$ cat config.mk
export PLATFORM = sky130hd
export DESIGN_NAME = hbp_port
export DESIGN_NICKNAME = d
export VERILOG_FILES = /design/src/hw/hbp_pkg.sv /design/src/hw/hbp_fifo.sv /design/src/hw/hbp_port.sv
export SDC_FILE = /design/constraint.sdc
export NUM_CORES = 1
export LEC_CHECK = 0
export BUFFER_PORTS_ARGS = -buffer_cell sky130_fd_sc_hd__buf_2
export CAP_MARGIN = 20
export CORE_MARGIN = 4
export CORE_UTILIZATION = 53
export CTS_CLUSTER_DIAMETER = 30
export CTS_CLUSTER_SIZE = 12
export DETAILED_ROUTE_END_ITERATION = 6
export GPL_TIMING_DRIVEN = 0
export PLACE_DENSITY = 0.76
export SYNTH_ARGS = -nofsm -noshare
export SYNTH_HDL_FRONTEND = slang
export SYNTH_SLANG_ARGS = --single-unit
$ cat constraint.sdc
create_clock -name i_ref_clk -period 7.4 [get_ports i_ref_clk]
set_input_delay 0 -clock i_ref_clk [delete_from_list [all_inputs] [get_ports i_ref_clk]]
set_output_delay 0 -clock i_ref_clk [all_outputs]
set_load 0.05 [all_outputs]
$ cat src/hw/hbp_pkg.sv
/*
 * Package for the host bus port: transfer width codes, field positions,
 * reset values and timing counts shared by the port and its FIFO.
 * Assumes a single 250 MHz clock that plays the double-rate clock.
 */
`default_nettype none

package hbp_pkg;

    // Clock and timing
    localparam int unsigned CLK_PERIOD_NS     = 4;
    localparam int unsigned PROC_RST_PERIODS  = 62;   // Double-rate periods
    localparam int unsigned PROC_RST_CYCLES   = PROC_RST_PERIODS;
    localparam int unsigned MIN_RST_PERIODS   = 15;

    // Widths and values after reset
    localparam int unsigned ADDR_W            = 30;   // Word address lines
    localparam int unsigned DATA_W            = 32;
    localparam logic [3:0]  LANES_IDLE        = 4'hF;
    localparam logic [3:0]  LANES_ALL         = 4'h0;
    localparam logic [29:0] IO_ADDR_MASK      = 30'h00003FFF; // 64K I/O bytes
    localparam int unsigned FIFO_DEPTH        = 8;

    // Transfer width codes
    typedef enum logic [1:0] {
        HBP_W8  = 2'h0,
        HBP_W16 = 2'h1,
        HBP_W32 = 2'h2
    } hbp_width_t;

    // One master transfer request as handed in by the channel logic
    typedef struct packed {
        logic        is_mem;     // Memory (1) or I/O (0) space
        logic        is_write;
        hbp_width_t  width;
        logic [1:0]  low_addr;   // Byte offset inside the double word
        logic [29:0] word_addr;
        logic [31:0] data;
    } hbp_xfer_t;

    // Slave register access presented to the internal registers
    typedef struct packed {
        logic        is_write;
        logic [29:0] word_addr;
        logic [1:0]  low_addr;
        logic [7:0]  data;
    } hbp_slave_t;

endpackage : hbp_pkg

`default_nettype wire

$ cat src/hw/hbp_fifo.sv
/*
 * Small synchronous FIFO held in flip-flops, valid/ready on both sides.
 * Assumes one clock and an active-low asynchronous reset.
 */
`default_nettype none

module hbp_fifo
    import hbp_pkg::*;
#(
    parameter int unsigned WIDTH = 32,
    parameter int unsigned DEPTH = 8
)
(
    // Clock and reset
    input  wire logic             i_ref_clk,
    input  wire logic             i_nrst,
    // Fill side
    input  wire logic             i_in_valid,
    output logic                  o_in_ready,
    input  wire logic [WIDTH-1:0] i_in_data,
    // Drain side
    output logic                  o_out_valid,
    input  wire logic             i_out_ready,
    output logic [WIDTH-1:0]      o_out_data
);

    localparam int unsigned AW = (DEPTH > 1) ? $clog2(DEPTH) : 1;

    logic [WIDTH-1:0] mem_q [DEPTH];
    logic [AW-1:0]    wr_q, wr_d, rd_q, rd_d;
    logic [AW:0]      cnt_q, cnt_d;
    logic             push, pop;

    ////////////////////////////////////////////////////////////////////
    // Pointer and count update; full and empty come from the count
    always_comb
    begin
        push = i_in_valid && o_in_ready;
        pop  = o_out_valid && i_out_ready;
        wr_d = wr_q;
        rd_d = rd_q;
        cnt_d = cnt_q;
        if (push)
        begin
            wr_d = (wr_q == AW'(DEPTH - 1)) ? '0 : wr_q + 1'b1;
        end
        if (pop)
        begin
            rd_d = (rd_q == AW'(DEPTH - 1)) ? '0 : rd_q + 1'b1;
        end
        if (push && !pop)
        begin
            cnt_d = cnt_q + 1'b1;
        end
        else if (pop && !push)
        begin
            cnt_d = cnt_q - 1'b1;
        end
    end

    assign o_in_ready  = (cnt_q != (AW+1)'(DEPTH));
    assign o_out_valid = (cnt_q != '0);
    assign o_out_data  = mem_q[rd_q];

    // Registers
    always_ff @(posedge i_ref_clk or negedge i_nrst)
    begin
        if (!i_nrst)
        begin
            wr_q  <= '0;
            rd_q  <= '0;
            cnt_q <= '0;
        end
        else
        begin
            wr_q  <= wr_d;
            rd_q  <= rd_d;
            cnt_q <= cnt_d;
        end
    end

    // Storage carries no reset; contents are only read when counted valid
    always_ff @(posedge i_ref_clk)
    begin
        if (push)
        begin
            mem_q[wr_q] <= i_in_data;
        end
    end

endmodule : hbp_fifo

`default_nettype wire

$ cat src/hw/hbp_port.sv
/*
 * Host local-bus port: slave register access and master transfer engine.
 * Assumes i_ref_clk is the double-rate clock, all pins synchronous to it,
 * and that the bench resolves three-state pins from the enables.
 */
`default_nettype none

module hbp_port
    import hbp_pkg::*;
#(
    parameter int unsigned DEPTH = FIFO_DEPTH
)
(
    // Clock and reset
    input  wire logic              i_ref_clk,
    input  wire logic              i_nrst,
    // Phase outputs and processor reset
    output logic                   o_first_phase,
    output logic                   o_second_phase,
    output logic                   o_processor_reset_out,
    // Arbitration
    output logic                   o_bus_request,
    input  wire logic              i_bus_grant,
    // Address and byte lane pins
    input  wire logic [29:0]       i_addr,
    output logic [29:0]            o_addr,
    output logic                   o_addr_oe,
    input  wire logic [3:0]        i_byte_lane_selects,
    output logic [3:0]             o_byte_lane_selects,
    // Cycle definition and status
    input  wire logic              i_addr_strobe_n,
    output logic                   o_addr_strobe_n,
    input  wire logic              i_mem_io,
    input  wire logic              i_data_or_control,
    input  wire logic              i_write_read,
    output logic                   o_mem_io,
    output logic                   o_data_or_control,
    output logic                   o_write_read,
    input  wire logic              i_cycle_done,
    input  wire logic              i_next_address_request,
    // Data pins
    input  wire logic [31:0]       i_data,
    output logic [31:0]            o_data,
    output logic                   o_data_oe,
    // Slave register side
    input  wire logic              i_reg_select,
    output logic                   o_reg_valid,
    output hbp_slave_t             o_reg_access,
    input  wire logic [7:0]        i_reg_rdata,
    input  wire logic [7:0]        i_int_vector,
    // Master transfer requests and read results
    input  wire logic              i_xfer_valid,
    output logic                   o_xfer_ready,
    input  wire hbp_xfer_t         i_xfer,
    output logic                   o_rd_valid,
    output logic [31:0]            o_rd_data
);

    ////////////////////////////////////////////////////////////////////
    // Transfer FIFO: back-pressure reaches the channel logic via o_xfer_ready
    localparam int unsigned XW = $bits(hbp_xfer_t);

    logic             q_valid;
    logic             q_ready;
    logic [XW-1:0]    q_bits;
    hbp_xfer_t        q_xfer;

    hbp_fifo #(
        .WIDTH (XW),
        .DEPTH (DEPTH)
    ) u_fifo (
        .i_ref_clk   (i_ref_clk),
        .i_nrst      (i_nrst),
        .i_in_valid  (i_xfer_valid),
        .o_in_ready  (o_xfer_ready),
        .i_in_data   (i_xfer),
        .o_out_valid (q_valid),
        .i_out_ready (q_ready),
        .o_out_data  (q_bits)
    );

    assign q_xfer = hbp_xfer_t'(q_bits);

    ////////////////////////////////////////////////////////////////////
    // Phase divider and processor reset timer
    logic       phase_q, phase_d;              // 1 = second phase
    logic [6:0] rst_cnt_q, rst_cnt_d;
    logic       prst_q, prst_d;

    always_comb
    begin
        phase_d   = ~phase_q;
        rst_cnt_d = rst_cnt_q;
        prst_d    = prst_q;
        if (rst_cnt_q != '0)
        begin
            rst_cnt_d = rst_cnt_q - 1'b1;
        end
        // Release only entering a second phase, so the processor's first
        // internal edge lands on our first phase
        if (prst_q && rst_cnt_q <= 7'h01 && !phase_q)
        begin
            prst_d = 1'b0;
        end
    end

    always_ff @(posedge i_ref_clk or negedge i_nrst)
    begin
        if (!i_nrst)
        begin
            phase_q   <= 1'b0;
            rst_cnt_q <= 7'(PROC_RST_CYCLES);
            prst_q    <= 1'b1;
        end
        else
        begin
            phase_q   <= phase_d;
            rst_cnt_q <= rst_cnt_d;
            prst_q    <= prst_d;
        end
    end

    assign o_first_phase         = ~phase_q;
    assign o_second_phase        = phase_q;
    assign o_processor_reset_out = prst_q;

    ////////////////////////////////////////////////////////////////////
    // Role state machine
    typedef enum logic [2:0] {
        ST_SLAVE,
        ST_REQ,
        ST_ADDR,
        ST_WAIT,
        ST_DONE
    } hbp_state_t;

    hbp_state_t  st_q, st_d;
    hbp_xfer_t   cur_q, cur_d;
    logic        piped_q, piped_d;   // Next address requested while more work is queued
    logic [31:0] rdat_q, rdat_d;
    logic        rval_q, rval_d;
    logic        sp2;                // Second-phase sample point

    assign sp2 = phase_q;

    // Byte-lane select encoding from offset and width
    function automatic logic [3:0] lanes_of(input logic [1:0] off, input hbp_width_t w);
        logic [3:0] m;
        m = 4'h1;
        case (w)
            HBP_W16: m = 4'h3;
            HBP_W32: m = 4'hF;
            default: m = 4'h1;
        endcase
        lanes_of = ~(4'((m << off) & 4'hF));
    endfunction : lanes_of

    always_comb
    begin
        st_d    = st_q;
        cur_d   = cur_q;
        piped_d = piped_q;
        rdat_d  = rdat_q;
        rval_d  = 1'b0;
        q_ready = 1'b0;
        case (st_q)
            ST_SLAVE:
            begin
                if (q_valid && !prst_q)
                begin
                    st_d = ST_REQ;
                end
            end
            ST_REQ:
            begin
                if (sp2 && i_bus_grant)
                begin
                    q_ready = 1'b1;
                    cur_d   = q_xfer;
                    st_d    = ST_ADDR;
                end
            end
            ST_ADDR:
            begin
                if (sp2)
                begin
                    st_d = ST_WAIT;
                end
            end
            ST_WAIT:
            begin
                // Pipelined address only when more work is queued
                if (sp2 && !i_next_address_request && q_valid && !piped_q)
                begin
                    piped_d = 1'b1;
                end
                if (sp2 && !i_cycle_done)
                begin
                    // Read data latched on the following first phase
                    rdat_d  = i_data;
                    rval_d  = !cur_q.is_write;
                    piped_d = 1'b0;
                    st_d    = ST_DONE;
                end
            end
            ST_DONE:
            begin
                if (q_valid && i_bus_grant)
                begin
                    q_ready = 1'b1;
                    cur_d   = q_xfer;
                    st_d    = piped_q ? ST_WAIT : ST_ADDR;
                end
                else
                begin
                    st_d = ST_SLAVE;
                end
                piped_d = 1'b0;
            end
            default:
            begin
                st_d = ST_SLAVE;
            end
        endcase
        // Grant withdrawn: drop the master role at once
        if (st_q != ST_SLAVE && st_q != ST_REQ && !i_bus_grant)
        begin
            st_d    = ST_SLAVE;
            piped_d = 1'b0;
        end
    end

    always_ff @(posedge i_ref_clk or negedge i_nrst)
    begin
        if (!i_nrst)
        begin
            st_q    <= ST_SLAVE;
            cur_q   <= '0;
            piped_q <= 1'b0;
            rdat_q  <= '0;
            rval_q  <= 1'b0;
        end
        else
        begin
            st_q    <= st_d;
            cur_q   <= cur_d;
            piped_q <= piped_d;
            rdat_q  <= rdat_d;
            rval_q  <= rval_d;
        end
    end

    assign o_rd_valid = rval_q;
    assign o_rd_data  = rdat_q;

    ////////////////////////////////////////////////////////////////////
    // Master pin drive
    logic master;
    logic [29:0] waddr;

    assign master = (st_q == ST_ADDR) || (st_q == ST_WAIT) || (st_q == ST_DONE);
    assign waddr  = cur_q.is_mem ? cur_q.word_addr
                                 : (cur_q.word_addr & IO_ADDR_MASK);

    assign o_bus_request       = (st_q != ST_SLAVE);
    assign o_addr_oe           = master;
    assign o_addr              = master ? waddr : '0;
    assign o_byte_lane_selects = master ? lanes_of(cur_q.low_addr, cur_q.width)
                                        : LANES_IDLE;
    assign o_addr_strobe_n     = !(st_q == ST_ADDR);
    assign o_mem_io            = cur_q.is_mem;
    assign o_data_or_control   = 1'b1;
    assign o_write_read        = cur_q.is_write;

    ////////////////////////////////////////////////////////////////////
    // Slave decode: sample address and write byte in second phase, latch read byte in first phase
    logic        s_act_q, s_act_d;
    logic        s_ack_q, s_ack_d;
    logic        s_rd_q, s_rd_d;
    logic        s_drv_q, s_drv_d;   // Byte register settled, lanes may drive
    hbp_slave_t  s_acc_q, s_acc_d;
    logic [7:0]  s_rbyte_q, s_rbyte_d;
    logic [1:0]  imp_a;
    logic [7:0]  wbyte;
    logic        is_ack;

    // Implied low address and byte lane from the selects
    always_comb
    begin
        if (!i_byte_lane_selects[0])
        begin
            imp_a = 2'h0;
            wbyte = i_data[7:0];
        end
        else if (!i_byte_lane_selects[1])
        begin
            imp_a = 2'h1;
            wbyte = i_data[15:8];
        end
        else if (!i_byte_lane_selects[2])
        begin
            imp_a = 2'h2;
            wbyte = i_data[7:0];
        end
        else
        begin
            imp_a = 2'h3;
            wbyte = i_data[15:8];
        end
    end

    assign is_ack = !i_mem_io && !i_data_or_control && !i_write_read;

    always_comb
    begin
        s_act_d   = 1'b0;
        s_ack_d   = s_ack_q;
        s_rd_d    = s_rd_q;
        s_acc_d   = s_acc_q;
        s_rbyte_d = s_rbyte_q;
        // Cycle end comes first so that a pipelined strobe in the same
        // state still opens the next access
        if (sp2 && !i_cycle_done)
        begin
            s_rd_d  = 1'b0;
            s_ack_d = 1'b0;
        end
        if (st_q == ST_SLAVE && !prst_q && sp2 && !i_addr_strobe_n)
        begin
            if (is_ack)
            begin
                s_ack_d = 1'b1;
            end
            else if (i_reg_select && i_data_or_control)
            begin
                s_act_d          = 1'b1;
                s_rd_d           = !i_write_read;
                s_acc_d.is_write = i_write_read;
                s_acc_d.word_addr = i_addr;
                s_acc_d.low_addr = imp_a;
                s_acc_d.data     = wbyte;
            end
        end
        if (s_act_q && s_rd_q)
        begin
            s_rbyte_d = i_reg_rdata;
        end
        if (s_ack_q && !sp2)
        begin
            s_rbyte_d = i_int_vector;
        end
        if (st_q != ST_SLAVE)
        begin
            s_rd_d  = 1'b0;
            s_ack_d = 1'b0;
        end
        // Lanes turn on only once the byte register holds the answer
        s_drv_d = (s_rd_d || s_ack_d) && (s_rd_q || s_ack_q);
    end

    always_ff @(posedge i_ref_clk or negedge i_nrst)
    begin
        if (!i_nrst)
        begin
            s_act_q   <= 1'b0;
            s_ack_q   <= 1'b0;
            s_rd_q    <= 1'b0;
            s_drv_q   <= 1'b0;
            s_acc_q   <= '0;
            s_rbyte_q <= '0;
        end
        else
        begin
            s_act_q   <= s_act_d;
            s_ack_q   <= s_ack_d;
            s_rd_q    <= s_rd_d;
            s_drv_q   <= s_drv_d;
            s_acc_q   <= s_acc_d;
            s_rbyte_q <= s_rbyte_d;
        end
    end

    assign o_reg_valid  = s_act_q;
    assign o_reg_access = s_acc_q;

    ////////////////////////////////////////////////////////////////////
    // Data bus drive: write data in master role, duplicated byte on reads
    assign o_data_oe = (master && cur_q.is_write) || s_drv_q;
    assign o_data    = master ? cur_q.data : {4{s_rbyte_q}};

endmodule : hbp_port

`default_nettype wire
==> flow_metrics.tcl <==
set metrics [dict create \
    synth-simple-area-share_pct 3.301 \
    max_stage_delay_ns 0.72 \
    core_area_mm2 0.05266 \
    synth_top_cell_by_area "edfxtp_1" \
    finClkSkew_ns 0.02445 \
    place_ws_ns 4.249 \
    holdCritStartpoint "i_addr[13]" \
    cts_tree "built" \
    period_share_pct 50.94 \
    r2r_cells 9 \
    clk_latency_ns 0.71 \
    dr.pass1.iters 5 \
    drtAntennaViolNets 0 \
    track_usage_pct 25.89 \
    p_sw_mw 6.287 \
    rr_endpoint "o_reg_access[9]" \
    critPathSlowestCell "clkbuf_1" \
    fillerInstances 3124 \
    overflow 0 \
    dpl_cell_area_mm2 0.03147 \
    tns_ns 0 \
    cts.path.max_buffers 3 \
    rr_startpoint "st_q[2]" \
    place_congestion 0.7711 \
    grt_start_max_net_pins 119 \
    reg2reg_slack_ns 4.24 \
    cp-start-kind "flop" \
    fmax_mhz 265.3 \
    h-tree-depth 4 \
    power_density_mw_per_mm2 474.9 \
    fp.dieArea_mm2 0.05711 \
    synth_cell_types 46 \
    path_common_cell "clkbuf_1" \
    layout-drive-gt1-share_pct 43.70 \
    initial_utilization_pct 53.70 \
    combPwrFrac_pct 34.4 \
    path_cells "clkbuf_1, nand2b_1, mux2_2, inv_1, clkbuf_1, clkbuf_1, and2_1, buf_2" \
    ir_drop_uv 291.7 \
    hold_end "o_reg_access[23]" \
    hold_viol_final 0 \
    postCtsSetupRepairBufs 0 \
    setup_slack_ns 3.630 \
    placed_cells 2485 \
    die_w_um 239.0 \
    wire_per_inst_um 25.10 \
    cts.sinks 721 \
    worst_ep_required_time_ns 7.40 \
    hold_class "in2reg" \
    ctsRootBufferMaster "clkbuf_16" \
    remaining_drc_errors 0 \
    postRouteWirelength_mm 72.74 \
    cp.arrival_ns 3.77 \
    fp.dieH_um 239.0 \
    antenna_found_initial 4 \
    yosysWarnings 0 \
    sequentialPowerShare_pct 31.6 \
    worstHoldPathCells 3 \
    synth_top_cell_area_share_pct 57.77 \
    rsz0062_at_grt "no" \
    setup_viol 0 \
    internal_power_mw 11.63 \
    num_rows 84 \
    min_period_ns 3.770 \
    grt_pass1_vias 17858 \
    slew_headroom_pct 34.03 \
    yosysSeqAreaShare_pct 73.46 \
    ios 313 \
    synth_commonest_cells "edfxtp_1 (544), mux2_2 (205), dfrtp_1 (171), mux4_2 (136), nand2_1 (98)" \
    synth_nets 1608 \
    status "completed" \
    async_reset_ff_share_pct 24.55 \
    power_mw 17.92 \
    leakagePower_nw 14.49 \
    final_nets 2270 \
    design_area_mm2 0.03773 \
    syn_area_mm2 0.02828 \
    crit_type "reg2out" \
    worst_pin_slew_ns 0.9841 \
    drv_cap 0 \
    synth-xor-area-share_pct 0.1858 \
    final_cell_count_no_fill 2898 \
    p_clk_share_pct 34.0 \
    synth_fa_ha_area_share_pct 0.5133 \
    drt_iter0_drc 1401 \
    area_delta_synth_final_pct 33.42 \
    synth_compound_gate_area_share_pct 0.9823 \
    syn_avg_cell_area_um2 19.69 \
    syn-instance-count 1436 \
    swShare_pct 35.09 \
    cts.clk_slew.worst_paths_ns 0.04 \
    portBuffers 310 \
    num_vias 16372 \
    cp_max_fo 10 \
    synth_top_family_by_area "multiplexers" \
    finalMaxSlewViolations 0 \
    yosys_register_bits 721 \
    synth_most_common_cell "edfxtp_1" \
    synthMuxAreaShare_pct 19.88 \
    grt_pass1_wl_mm 109.5 \
    hpwl_mm 45.70 \
    viasPerCell 5.649 \
    synth.area.top_cells "edfxtp_1 (58%), dfrtp_1 (15%), mux4_2 (11%), mux2_2 (8.2%), nand2_1 (1.3%)" \
    synth_edf_count 544 \
    worstSetupEndpointType "output pin" \
    ys.flop_type "edfxtp_1" \
    cts_buffers 133 \
]
through the flow:
step	utilization, %	hold slack (ns)
2_1_floorplan	-	-0.2956
3_5_place_dp	59.76	-0.009077
4_1_cts	71.64	0.01414
6_report	71.65	0.07560
5_1_grt	71.65	0.03986
3_3_place_gp	58.30	0.2212
critical path: cells and delay by family, from the launching register on:
family | cells | cell delay (ns)
buf+inv | 5 | 1.90
simple gates | 2 | 0.51
flops | 1 | 0.35
mux | 1 | 0.31
routing by layer:
metal | up-vias | routed length [µm] | global-route usage, %
li1 | 7052 | - | -
met1 | 8417 | 27800 | 32.71
met2 | 773 | 37380 | 44.15
met3 | 128 | 5499 | 6.495
met4 | 2 | 2054 | 9.147
met5 | - | 13 | 0
how the worst max path moves through the flow:
stage                     from                  end  cells after the start
6_report               st_q[0]            o_addr[7]                      8
5_1_grt                st_q[0]            o_addr[7]                      8
4_1_cts                st_q[0]            o_addr[7]                      8
3_5_place_dp   u_fifo.cnt_q[0]  u_fifo.mem_q[4][33]                      9
3_3_place_gp   u_fifo.cnt_q[0]  u_fifo.mem_q[2][36]                      4
2_1_floorplan  u_fifo.cnt_q[0]   u_fifo.mem_q[4][0]                      6
cell type report:
| cell class | count | area [µm²] | share of cell area (%) |
|---|---|---|---|
| inverters | 13 | 48.80 | 0.1293 |
| multi-input cells | 627 | 7092 | 18.80 |
| clock buffers | 172 | 3585 | 9.501 |
| diodes | 2 | 5.005 | 0.01327 |
| well taps | 688 | 860.8 | 2.282 |
| plain buffers | 75 | 421.7 | 1.118 |
| clock inverters | 73 | 992.2 | 2.630 |
| flip-flops and latches | 721 | 20770 | 55.06 |
| repair buffers | 527 | 3951 | 10.47 |
power by group through the flow:
stage	registers, mW	clock network [mW]	logic [mW]
finish	5.67	6.09	6.16
global route	5.75	6.39	6.50
CTS	5.66	6.17	6.20
detailed placement	5.71	0	6.03
global placement	5.78	0	5.75
floorplan	6.38	0	3.56
flip-flops by register name, indices dropped and copies added (netlist names), 3 cells and up:
signal and count:
st_q 3, o_rd_data 32, u_fifo.rd_q 3, u_fifo.wr_q 3, rst_cnt_q 7, u_fifo.mem_q 544, cur_q 66, u_fifo.cnt_q 4
o_reg_access 41, s_rbyte_q 8
cell usage in the layout (no fill, tap or decap), types with 8 or more instances in the layout:
cell type	n
dfrtp_1	171
nor2_1	19
bufinv_16	17
clkbuf_8	11
inv_1	13
nand2b_1	8
clkbuf_1	57
ha_1	10
mux4_2	136
and3_1	18
dlygate4sd3_1	165
o21ai_0	17
edfxtp_1	544
mux2_2	205
clkinvlp_4	15
buf_1	10
clkinv_2	12
nand2_1	98
clkbuf_16	133
and2_1	15
a21oi_1	12
buf_2	328
buf_6	48
mux2i_1	25
nor3_1	12
logic make-up after synthesis:
logic type | Yosys count
other cells | 1
xor+xnor | 6
mux | 366
flops | 721
fa+ha+maj | 11
compound gates | 45
buf+inv | 88
simple gates | 198
what timing repair did:
item	CTS	global route
resized for setup	0	0
hold buffers	166	0
hold endpoints to repair	812	0
No activity file was read; power rests on OpenSTA's default activity.
